$ cat src/sfei_consts.svh
// Constants for the serial flash erase and identification block.
`ifndef SFEI_CONSTS_SVH
`define SFEI_CONSTS_SVH
`define SFEI_OP_WRITE_ENABLE_CMD        8'h06
`define SFEI_OP_SECTOR      8'h20
`define SFEI_OP_BLK32       8'h52
`define SFEI_OP_BLK64       8'hd8
`define SFEI_OP_CHIP_A      8'h60
`define SFEI_OP_CHIP_B      8'hc7
`define SFEI_OP_MAKER_DEV   8'h90
`define SFEI_OP_IDENT       8'h9f
`define SFEI_OP_UNIQUE      8'h4b
`define SFEI_ADDR_BITS      24
`define SFEI_OPC_BITS       8
`define SFEI_CNT_W          8
`define SFEI_UID_PREFIX     8'd40
`define SFEI_MD_PREFIX      8'd32
`define SFEI_ID_PREFIX      8'd8
`define SFEI_SECTOR_SHIFT   12
`define SFEI_BLK32_SHIFT    15
`define SFEI_BLK64_SHIFT    16
`define SFEI_T_SE_CYC       32'd1000
`define SFEI_T_BE1_CYC      32'd4000
`define SFEI_T_BE2_CYC      32'd8000
`define SFEI_T_CE_CYC       32'd20000
`endif

$ cat src/sfei_pkg.sv
// Types shared by the serial flash erase and identification block.
package sfei_pkg;
  typedef enum logic [2:0] {
    SFEI_OP_NONE,
    SFEI_OP_SE,
    SFEI_OP_B32,
    SFEI_OP_B64,
    SFEI_OP_CE
  } sfei_erase_t;

  typedef enum logic [1:0] {
    SFEI_ID_NONE,
    SFEI_ID_MD,
    SFEI_ID_JEDEC,
    SFEI_ID_UID
  } sfei_idkind_t;

  typedef struct packed {
    logic [5:0] bp;
    logic       cmp;
  } sfei_prot_t;

  typedef struct packed {
    logic        start;
    sfei_erase_t kind;
    logic [23:0] addr;
  } sfei_erase_req_t;
endpackage

$ cat src/sfei_flash.sv
// Serial flash erase sequencer with identification readout over SPI.
`include "sfei_consts.svh"

module sfei_flash
  import sfei_pkg::*;
#(
  parameter logic [7:0]   MAKER_ID      = 8'h5a, // Arbitrary value.
  parameter logic [7:0]   DEVICE_ID     = 8'h16, // Arbitrary value.
  parameter logic [7:0]   MEM_TYPE_ID   = 8'h40, // Arbitrary value.
  parameter logic [7:0]   CAPACITY_ID   = 8'h17, // Arbitrary value.
  parameter logic [127:0] UNIQUE_ID     = 128'h0123_4567_89ab_cdef_fedc_ba98_7654_3210, // Arbitrary value.
  parameter int           AREA_BITS     = 23,
  parameter int           T_SE_CYC      = `SFEI_T_SE_CYC,
  parameter int           T_BE1_CYC     = `SFEI_T_BE1_CYC,
  parameter int           T_BE2_CYC     = `SFEI_T_BE2_CYC,
  parameter int           T_CE_CYC      = `SFEI_T_CE_CYC
)(
  // Clock and reset
  input  wire logic        ref_clk,
  input  wire logic        rst,
  // Serial pins
  input  wire logic        cs_n,
  input  wire logic        sclk,
  input  wire logic        si,
  output logic             so,
  output logic             so_oe_n,
  // Protection configuration
  input  wire sfei_prot_t  prot,
  // Status
  output logic             write_enable_latch,
  output logic             write_in_progress_flag,
  // Erase request towards the array
  output sfei_erase_req_t  erase_req,
  output logic [23:0]      erase_base
);

  initial
  begin
    if (AREA_BITS < 17 || AREA_BITS > 24 || T_SE_CYC < 1 || T_BE1_CYC < 1 || T_BE2_CYC < 1 || T_CE_CYC < 1)
      $error("sfei_flash: unsupported parameter values.");
  end

  // Pin synchronisers.
  logic [1:0] cs_sync;
  logic [1:0] sck_sync;
  logic [1:0] si_sync;
  logic       cs_q;
  logic       sck_q;

  always_ff @(posedge ref_clk)
  begin
    if (rst)
    begin
      cs_sync  <= 2'h3;
      sck_sync <= 2'h0;
      si_sync  <= 2'h0;
      cs_q     <= 1'b1;
      sck_q    <= 1'b0;
    end
    else
    begin
      cs_sync  <= {cs_sync[0], cs_n};
      sck_sync <= {sck_sync[0], sclk};
      si_sync  <= {si_sync[0], si};
      cs_q     <= cs_sync[1];
      sck_q    <= sck_sync[1];
    end
  end

  wire cs_low   = ~cs_sync[1];
  wire cs_rise  = cs_sync[1] & ~cs_q;
  wire sck_rise = cs_low & sck_sync[1] & ~sck_q;
  wire sck_fall = cs_low & ~sck_sync[1] & sck_q;

  // Input shift state.
  logic [`SFEI_CNT_W-1:0] bit_cnt;
  logic [7:0]             opcode;
  logic [23:0]            addr;
  logic [6:0]             rx_byte;
  logic                   opc_done;

  wire [7:0] rx_full   = {rx_byte, si_sync[1]};
  wire [7:0] next_cnt  = bit_cnt + 8'd1;
  wire       last_opc  = sck_rise && bit_cnt == 8'd7;

  always_ff @(posedge ref_clk)
  begin
    if (rst || cs_rise || ~cs_low)
    begin
      bit_cnt  <= 8'h00;
      rx_byte  <= 7'h00;
      opc_done <= 1'b0;
      if (rst)
      begin
        opcode <= 8'h00;
        addr   <= 24'h000000;
      end
    end
    else if (sck_rise)
    begin
      // Bits captured on rising clock edges, MSB first.
      bit_cnt <= (bit_cnt == 8'hff) ? bit_cnt : next_cnt;
      rx_byte <= rx_full[6:0];
      if (bit_cnt == 8'd7)
      begin
        opcode   <= rx_full;
        opc_done <= 1'b1;
      end
      else if (opc_done && bit_cnt < 8'd32)
        addr <= {addr[22:0], si_sync[1]};
    end
  end

  // Command decode.
  wire is_sector  = opcode == `SFEI_OP_SECTOR;
  wire is_b32     = opcode == `SFEI_OP_BLK32;
  wire is_b64     = opcode == `SFEI_OP_BLK64;
  wire is_chip    = opcode == `SFEI_OP_CHIP_A || opcode == `SFEI_OP_CHIP_B;
  wire is_addr_er = is_sector | is_b32 | is_b64;
  // Select must rise exactly after the last address bit or the opcode byte.
  wire seq_ok     = opc_done && ((is_addr_er && bit_cnt == 8'd32) || (is_chip && bit_cnt == 8'd8));

  function automatic logic [23:0] align_down(input logic [23:0] a, input int shift);
    align_down = (a >> shift) << shift;
  endfunction

  // Protected span from the low three protect bits: the top 2^(n-1) blocks of 64 KB, inverted by the complement bit.
  wire [2:0]  bp_low    = prot.bp[2:0];
  wire [4:0]  prot_lvl  = {2'b00, bp_low};
  wire [23:0] area_top  = 24'((64'd1 << AREA_BITS) - 64'd1);
  wire [23:0] prot_size = (bp_low == 3'd0) ? 24'h000000 : 24'(64'd65536 << (prot_lvl - 5'd1));
  wire [23:0] prot_low  = 24'({1'b0, area_top} + 25'd1 - {1'b0, prot_size});
  wire        in_upper  = prot_size != 24'h000000 && addr >= prot_low;
  wire        addr_prot = prot.cmp ? ~in_upper : in_upper;
  wire        chip_ok   = (bp_low == 3'b000 && !prot.cmp) || (bp_low == 3'b111 && prot.cmp);
  wire        protected_hit = is_chip ? ~chip_ok : addr_prot;

  wire [23:0] next_base = is_sector ? align_down(addr, `SFEI_SECTOR_SHIFT) :
                          is_b32    ? align_down(addr, `SFEI_BLK32_SHIFT)  :
                          is_b64    ? align_down(addr, `SFEI_BLK64_SHIFT)  : 24'h000000;
  wire [31:0] next_time = is_sector ? 32'(T_SE_CYC) : is_b32 ? 32'(T_BE1_CYC) :
                          is_b64 ? 32'(T_BE2_CYC) : 32'(T_CE_CYC);
  wire sfei_erase_t next_kind = is_sector ? SFEI_OP_SE : is_b32 ? SFEI_OP_B32 :
                                is_b64 ? SFEI_OP_B64 : SFEI_OP_CE;

  wire write_enable_cmd_seen   = cs_rise && opc_done && opcode == `SFEI_OP_WRITE_ENABLE_CMD && bit_cnt == 8'd8 && !write_in_progress_flag;
  wire erase_valid = cs_rise && seq_ok && !write_in_progress_flag;
  wire erase_go    = erase_valid && write_enable_latch && !protected_hit;
  wire erase_deny  = erase_valid && write_enable_latch && protected_hit;

  // Self-timed erase cycle.
  logic [31:0] busy_cnt;
  wire         busy_done = write_in_progress_flag && busy_cnt == 32'd1;

  always_ff @(posedge ref_clk)
  begin
    if (rst)
    begin
      write_in_progress_flag <= 1'b0;
      busy_cnt               <= 32'h0;
      erase_req              <= '0;
      erase_base             <= 24'h000000;
    end
    else
    begin
      erase_req.start <= erase_go;
      if (erase_go)
      begin
        write_in_progress_flag <= 1'b1;
        busy_cnt               <= next_time;
        erase_req.kind         <= next_kind;
        erase_req.addr         <= addr;
        erase_base             <= next_base;
      end
      else if (busy_done)
        write_in_progress_flag <= 1'b0;
      else if (write_in_progress_flag)
        busy_cnt <= busy_cnt - 32'd1;
    end
  end

  // Latch cleared as the cycle starts, or when an erase is refused for protection.
  always_ff @(posedge ref_clk)
  begin
    if (rst)
      write_enable_latch <= 1'b0;
    else if (erase_go || erase_deny)
      write_enable_latch <= 1'b0;
    else if (write_enable_cmd_seen)
      write_enable_latch <= 1'b1;
  end

  // Identification readout.
  wire id_blocked = write_in_progress_flag;
  wire sfei_idkind_t next_idk = id_blocked ? SFEI_ID_NONE :
                                rx_full == `SFEI_OP_MAKER_DEV ? SFEI_ID_MD :
                                rx_full == `SFEI_OP_IDENT     ? SFEI_ID_JEDEC :
                                rx_full == `SFEI_OP_UNIQUE    ? SFEI_ID_UID : SFEI_ID_NONE;

  sfei_idkind_t idk;
  logic [127:0] tx_shift;
  wire [7:0]    prefix = (idk == SFEI_ID_UID) ? `SFEI_UID_PREFIX :
                         (idk == SFEI_ID_MD)  ? `SFEI_MD_PREFIX  : `SFEI_ID_PREFIX;
  wire          tx_phase = idk != SFEI_ID_NONE && bit_cnt >= prefix;

  always_ff @(posedge ref_clk)
  begin
    if (rst || ~cs_low)
    begin
      idk      <= SFEI_ID_NONE;
      tx_shift <= '0;
      // Data keeps its last level while released, so it only moves on a falling clock edge.
      if (rst)
        so <= 1'b0;
      so_oe_n  <= 1'b1;
    end
    else
    begin
      if (last_opc)
      begin
        idk <= next_idk;
        case (next_idk)
          SFEI_ID_MD:    tx_shift <= {MAKER_ID, DEVICE_ID, 112'h0};
          SFEI_ID_JEDEC: tx_shift <= {MAKER_ID, MEM_TYPE_ID, CAPACITY_ID, 104'h0};
          SFEI_ID_UID:   tx_shift <= UNIQUE_ID;
          default:       tx_shift <= '0;
        endcase
      end
      else if (sck_fall && tx_phase)
      begin
        so       <= tx_shift[127];
        so_oe_n  <= 1'b0;
        tx_shift <= {tx_shift[126:0], 1'b0};
      end
    end
  end

  wip_after_go_a: assert property (@(posedge ref_clk) disable iff (rst)
    erase_go |=> write_in_progress_flag && !write_enable_latch)
    else $error("Busy flag not set or latch not cleared after erase start.");

  no_go_wo_wel_a: assert property (@(posedge ref_clk) disable iff (rst)
    $rose(write_in_progress_flag) |-> $past(write_enable_latch))
    else $error("Erase started without write enable latch.");

  deny_clears_a: assert property (@(posedge ref_clk) disable iff (rst)
    erase_deny |=> !write_enable_latch && !write_in_progress_flag)
    else $error("Protected erase was not refused.");

  chip_prot_a: assert property (@(posedge ref_clk) disable iff (rst)
    erase_go && is_chip |-> chip_ok)
    else $error("Chip erase started while protected.");

  seq_len_a: assert property (@(posedge ref_clk) disable iff (rst)
    erase_go && is_addr_er |-> bit_cnt == 8'd32)
    else $error("Address erase started with wrong bit count.");

  base_align_a: assert property (@(posedge ref_clk) disable iff (rst)
    erase_req.start && erase_req.kind == SFEI_OP_SE |-> erase_base[11:0] == 12'h000)
    else $error("Sector base not aligned.");

  b64_align_a: assert property (@(posedge ref_clk) disable iff (rst)
    erase_req.start && erase_req.kind == SFEI_OP_B64 |-> erase_base[15:0] == 16'h0000)
    else $error("Large block base not aligned.");

  id_busy_a: assert property (@(posedge ref_clk) disable iff (rst)
    last_opc && write_in_progress_flag |=> idk == SFEI_ID_NONE)
    else $error("Identification decoded during erase.");

  cs_stop_a: assert property (@(posedge ref_clk) disable iff (rst)
    !cs_low |=> so_oe_n)
    else $error("Output still driven after select rose.");

  so_fall_a: assert property (@(posedge ref_clk) disable iff (rst)
    $changed(so) |-> $past(sck_fall))
    else $error("Output changed outside a falling clock edge.");

  wel_set_a: assert property (@(posedge ref_clk) disable iff (rst)
    write_enable_cmd_seen |=> write_enable_latch)
    else $error("Write enable command did not set the latch.");

  start_pulse_a: assert property (@(posedge ref_clk) disable iff (rst)
    erase_req.start |=> !erase_req.start)
    else $error("Erase start held longer than one cycle.");

  b32_align_a: assert property (@(posedge ref_clk) disable iff (rst)
    erase_req.start && erase_req.kind == SFEI_OP_B32 |-> erase_base[14:0] == 15'h0000)
    else $error("Small block base not aligned.");

  oe_idle_a: assert property (@(posedge ref_clk) disable iff (rst)
    idk == SFEI_ID_NONE |-> so_oe_n)
    else $error("Output driven without an identification command.");
endmodule

$ cat config.mk
export PLATFORM = sky130hd
export DESIGN_NAME = sfei_flash
export DESIGN_NICKNAME = d
export VERILOG_FILES = /design/src/sfei_pkg.sv /design/src/sfei_flash.sv
export VERILOG_INCLUDE_DIRS = /design/src
export SDC_FILE = /design/constraint.sdc
export NUM_CORES = 1
export LEC_CHECK = 0
export ABC_AREA = 1
export BUFFER_PORTS_ARGS = -buffer_cell sky130_fd_sc_hd__buf_4
export CAP_MARGIN = 25
export CORE_MARGIN = 2
export CORE_UTILIZATION = 62
export DETAILED_ROUTE_END_ITERATION = 8
export HOLD_SLACK_MARGIN = 0.05
export PLACE_DENSITY = 0.81
export SETUP_SLACK_MARGIN = 0.3
export SKIP_LAST_GASP = 1
export SYNTH_ARGS = -nofsm -noshare
export SYNTH_HDL_FRONTEND = slang
export SYNTH_SLANG_ARGS = --single-unit
$ cat constraint.sdc
create_clock -name ref_clk -period 10.2 [get_ports ref_clk]
set_input_delay 2.04 -clock ref_clk [delete_from_list [all_inputs] [get_ports ref_clk]]
set_output_delay 2.04 -clock ref_clk [all_outputs]
set_load 0.05 [all_outputs]
==> flow_metrics.tcl <==
set metrics [dict create \
    endpoint_kind "register" \
    final_layout_size_suffix_gt1_share_pct 9.50 \
    rsz0062_at_grt "no" \
    syn-instance-count 1454 \
    antenna_found_initial 0 \
    ff2ff_path_depth 13 \
    htreeDepth 1 \
    yosysMostFrequentCell "nand2_1" \
    power.density_nw_per_um2 163 \
    totalWireLength_mm 23.2 \
    avgRoutedWirePerCell_microns 13.5 \
    antenna_cells 0 \
    seq_area_frac_synth_pct 49.0 \
    vias 9456 \
    arrival_ns 5.43 \
    via_per_inst 5.52 \
    path_buf_inv 5 \
    grt-ovfl-total 0 \
    clk_path_buf_depth 3 \
    path_cells "buf_4 -> inv_2 -> ha_1 -> nand2_1 -> nand2_2 -> nand3_1 -> ha_1 -> inv_1 -> xor2_1 -> ha_1 -> nand2_1 -> inv_1 -> nand2_1 -> nand3_1 -> nand2_1 -> nand2_1 -> nand2_1 -> nand2_1 -> nand3_2 -> nand2_4 -> nand2_2 -> clkinv_2 -> nand2_1 -> a21oi_1" \
    gp_congestion 0.873 \
    skew_ns 0.0152 \
    min_path_cells 2 \
    slowest_delay_ns 0.48 \
    synth.area.top_cells "dfxtp_1 (40%), nand2_1 (11%), edfxtp_1 (8.8%)" \
    postCtsSetupBuffers 0 \
    routed-wl-met3_microns 941 \
    critical_path.startpoint_type "input port" \
    leakagePower_nw 4.91 \
    fin_nets 1501 \
    cts_root_buf "clkbuf_16" \
    drc 1 \
    port_buffers 52 \
    required_ns 10.59 \
    violations "DRC" \
    grt_pass1_wl_mm 39.9 \
    setup_viol 0 \
    synth.distinct_cells 42 \
    hpwl_mm 13.7 \
    synth_edf_count 33 \
    clk_pin_slew_ns 0.06 \
    path_common_cell "nand2_1" \
    cts_tree "yes" \
    synthArstFlopShare_pct 0 \
    grt_start_max_net_pins 137 \
    cts_resized 0 \
    post_synth_instance_area_sq_um 11200 \
    firstDrtPassIters 7 \
    ys_ff_latch 258 \
    coreArea_sq_um 17800 \
    rows 49 \
    fmax_ghz 0.198 \
    synth_ff_type "dfxtp_1" \
    hold_path_class "register to register" \
    routed.top_layer "met4" \
    track_usage_pct 23.8 \
    drt_iter0_drc 730 \
    tightest_slew_ns 0.955 \
    ys_warn_count 0 \
    dieArea_sq_um 19200 \
    slew_violations 0 \
    path_class "input port to register" \
    synth_commonest_cells "nand2_1 (319), dfxtp_1 (225), nor2_1 (145)" \
    cp_slowest_cell "nand2_2" \
    power_w 0.00204 \
    fillers 1408 \
    min_from "sck_sync[0]$_SDFF_PP0_" \
    critPathMaxFanout 31 \
    die_w_microns 138 \
    yosysTopAreaCellShare_pct 40.2 \
    pin_count 68 \
    maxCapViolCount 0 \
    insertion_delay_ns 0.53 \
    initial_core_util_pct 62.8 \
    r2r_setup_slack_ns 7.07 \
    min_to "sck_sync[1]$_SDFF_PP0_" \
    wl_met2_mm 11.2 \
    path_delay_family "simple AND/OR/NAND/NOR gates" \
    ctsHoldBuffers 0 \
    fin_util_pct 69.9 \
    fin_crit_ns 5.04 \
    ir_drop_mv 0.153 \
    max_slew_margin_pct 36.3 \
    die_y_microns 138 \
    finalSetupTns_ns 0 \
    flow.area_growth_from_synthesis_pct 11.3 \
    avgSynthCellArea_sq_um 7.71 \
    detail-route-antenna-nets 0 \
    synth_largest_area_cell "dfxtp_1" \
    wl_met1_mm 10.5 \
    status "finished, violations left" \
    fin_crit_sh_pct 49.4 \
    timing.hold.ws_ns 0.410 \
    r2r_start "idk[0]$_SDFFE_PP0P_" \
    hold_viol_final 0 \
    r2r-end "tx_shift[104]$_SDFFE_PP0P_" \
    grt_pass1_vias 8970 \
    cts_buffers 26 \
    cts.sinks 258 \
]
-- worst max path at each step --
stage	slack (ns)	from	to	depth (start not counted)
3_3_place_gp	4.58	prot[3]	busy_cnt[31]$_SDFFE_PP0P_	23
5_1_grt	4.82	prot[2]	busy_cnt[4]$_SDFFE_PP0P_	24
3_5_place_dp	4.67	prot[3]	busy_cnt[3]$_SDFFE_PP0P_	24
6_report	5.16	prot[3]	busy_cnt[27]$_SDFFE_PP0P_	24
2_1_floorplan	5.77	prot[3]	busy_cnt[24]$_SDFFE_PP0P_	24
4_1_cts	5.20	prot[3]	busy_cnt[27]$_SDFFE_PP0P_	24
-- area by class of cell --
type / instances / area, sq um / share of cell area, %
repair buffers: 63 / 526 / 4.21
well taps: 229 / 287 / 2.30
clock inverters: 9 / 81.3 / 0.652
inverters: 127 / 480 / 3.85
clock buffers: 38 / 768 / 6.16
multi-input cells: 989 / 4830 / 38.8
flip-flops and latches: 258 / 5500 / 44.1
-- tightest hold or removal path: stages (launching register included) --
cell     delay, ns
dfxtp_1       0.30
inv_1         0.04
nor2_1        0.03
-- through the flow --
step | std cells | area (sq um) | setup WS, ns
floorplan | 1465 | 11200 | 5.77
global placement | 1663 | 11500 | 4.58
detailed placement | 1665 | 11600 | 4.67
CTS | 1712 | 12400 | 5.20
global route | 1713 | 12500 | 4.82
finish | 1713 | 12500 | 5.16
-- registers in the layout, summed over array words and instances, names as in the netlist --
signal	cells
cs_sync	2
idk	2
sck_sync	2
bit_cnt	8
erase_base	12
cs_q	1
si_sync	2
rx_byte	7
busy_cnt	32
so	1
write_in_progress_flag	1
sck_q	1
opcode	8
addr	24
write_enable_latch	1
so_oe_n	1
opc_done	1
erase_req	28
tx_shift	124
-- metal layers --
layer / up-vias / track usage [%]
li1: 4783 / -
met1: 4406 / 31.2
met2: 221 / 41.1
met3: 46 / 3.33
met4: 0 / 7.09
met5: - / 0
-- cell usage in the layout, fill, tap and decap left out, types with 24 or more instances in the layout --
| cell type | n |
|---|---|
| o21ai_0 | 79 |
| o21ai_1 | 36 |
| a21oi_1 | 109 |
| edfxtp_1 | 33 |
| ha_1 | 24 |
| nor2_1 | 144 |
| inv_1 | 115 |
| nand3_1 | 137 |
| buf_4 | 60 |
| dfxtp_1 | 225 |
| nand2_1 | 317 |
| a31oi_1 | 38 |
| clkbuf_16 | 28 |
-- power by group --
part / switching [W] / internal [W] / leakage, nW / total, W
Combinational: 0.0000449 / 0.0000160 / 2.34 / 0.0000609
Clock: 0.000389 / 0.000548 / 0.409 / 0.000937
Sequential: 0.00000394 / 0.00103 / 2.15 / 0.00104
Total: 0.000437 / 0.00160 / 4.91 / 0.00204
-- cells by family (layout without fill, tap and decap cells) --
logic type	Yosys count	count (layout)	share of synthesized area, %
buffers and inverters	218	237	8.32
other	1	12	0.0335
AOI/OAI and AO/OA	269	269	12.7
DFF	258	258	49.0
xor gates and xnor gates	24	24	1.88
adders and majority gates	24	24	2.68
and+or+nand+nor	660	660	25.4
Power figures use the tool's default switching activity.
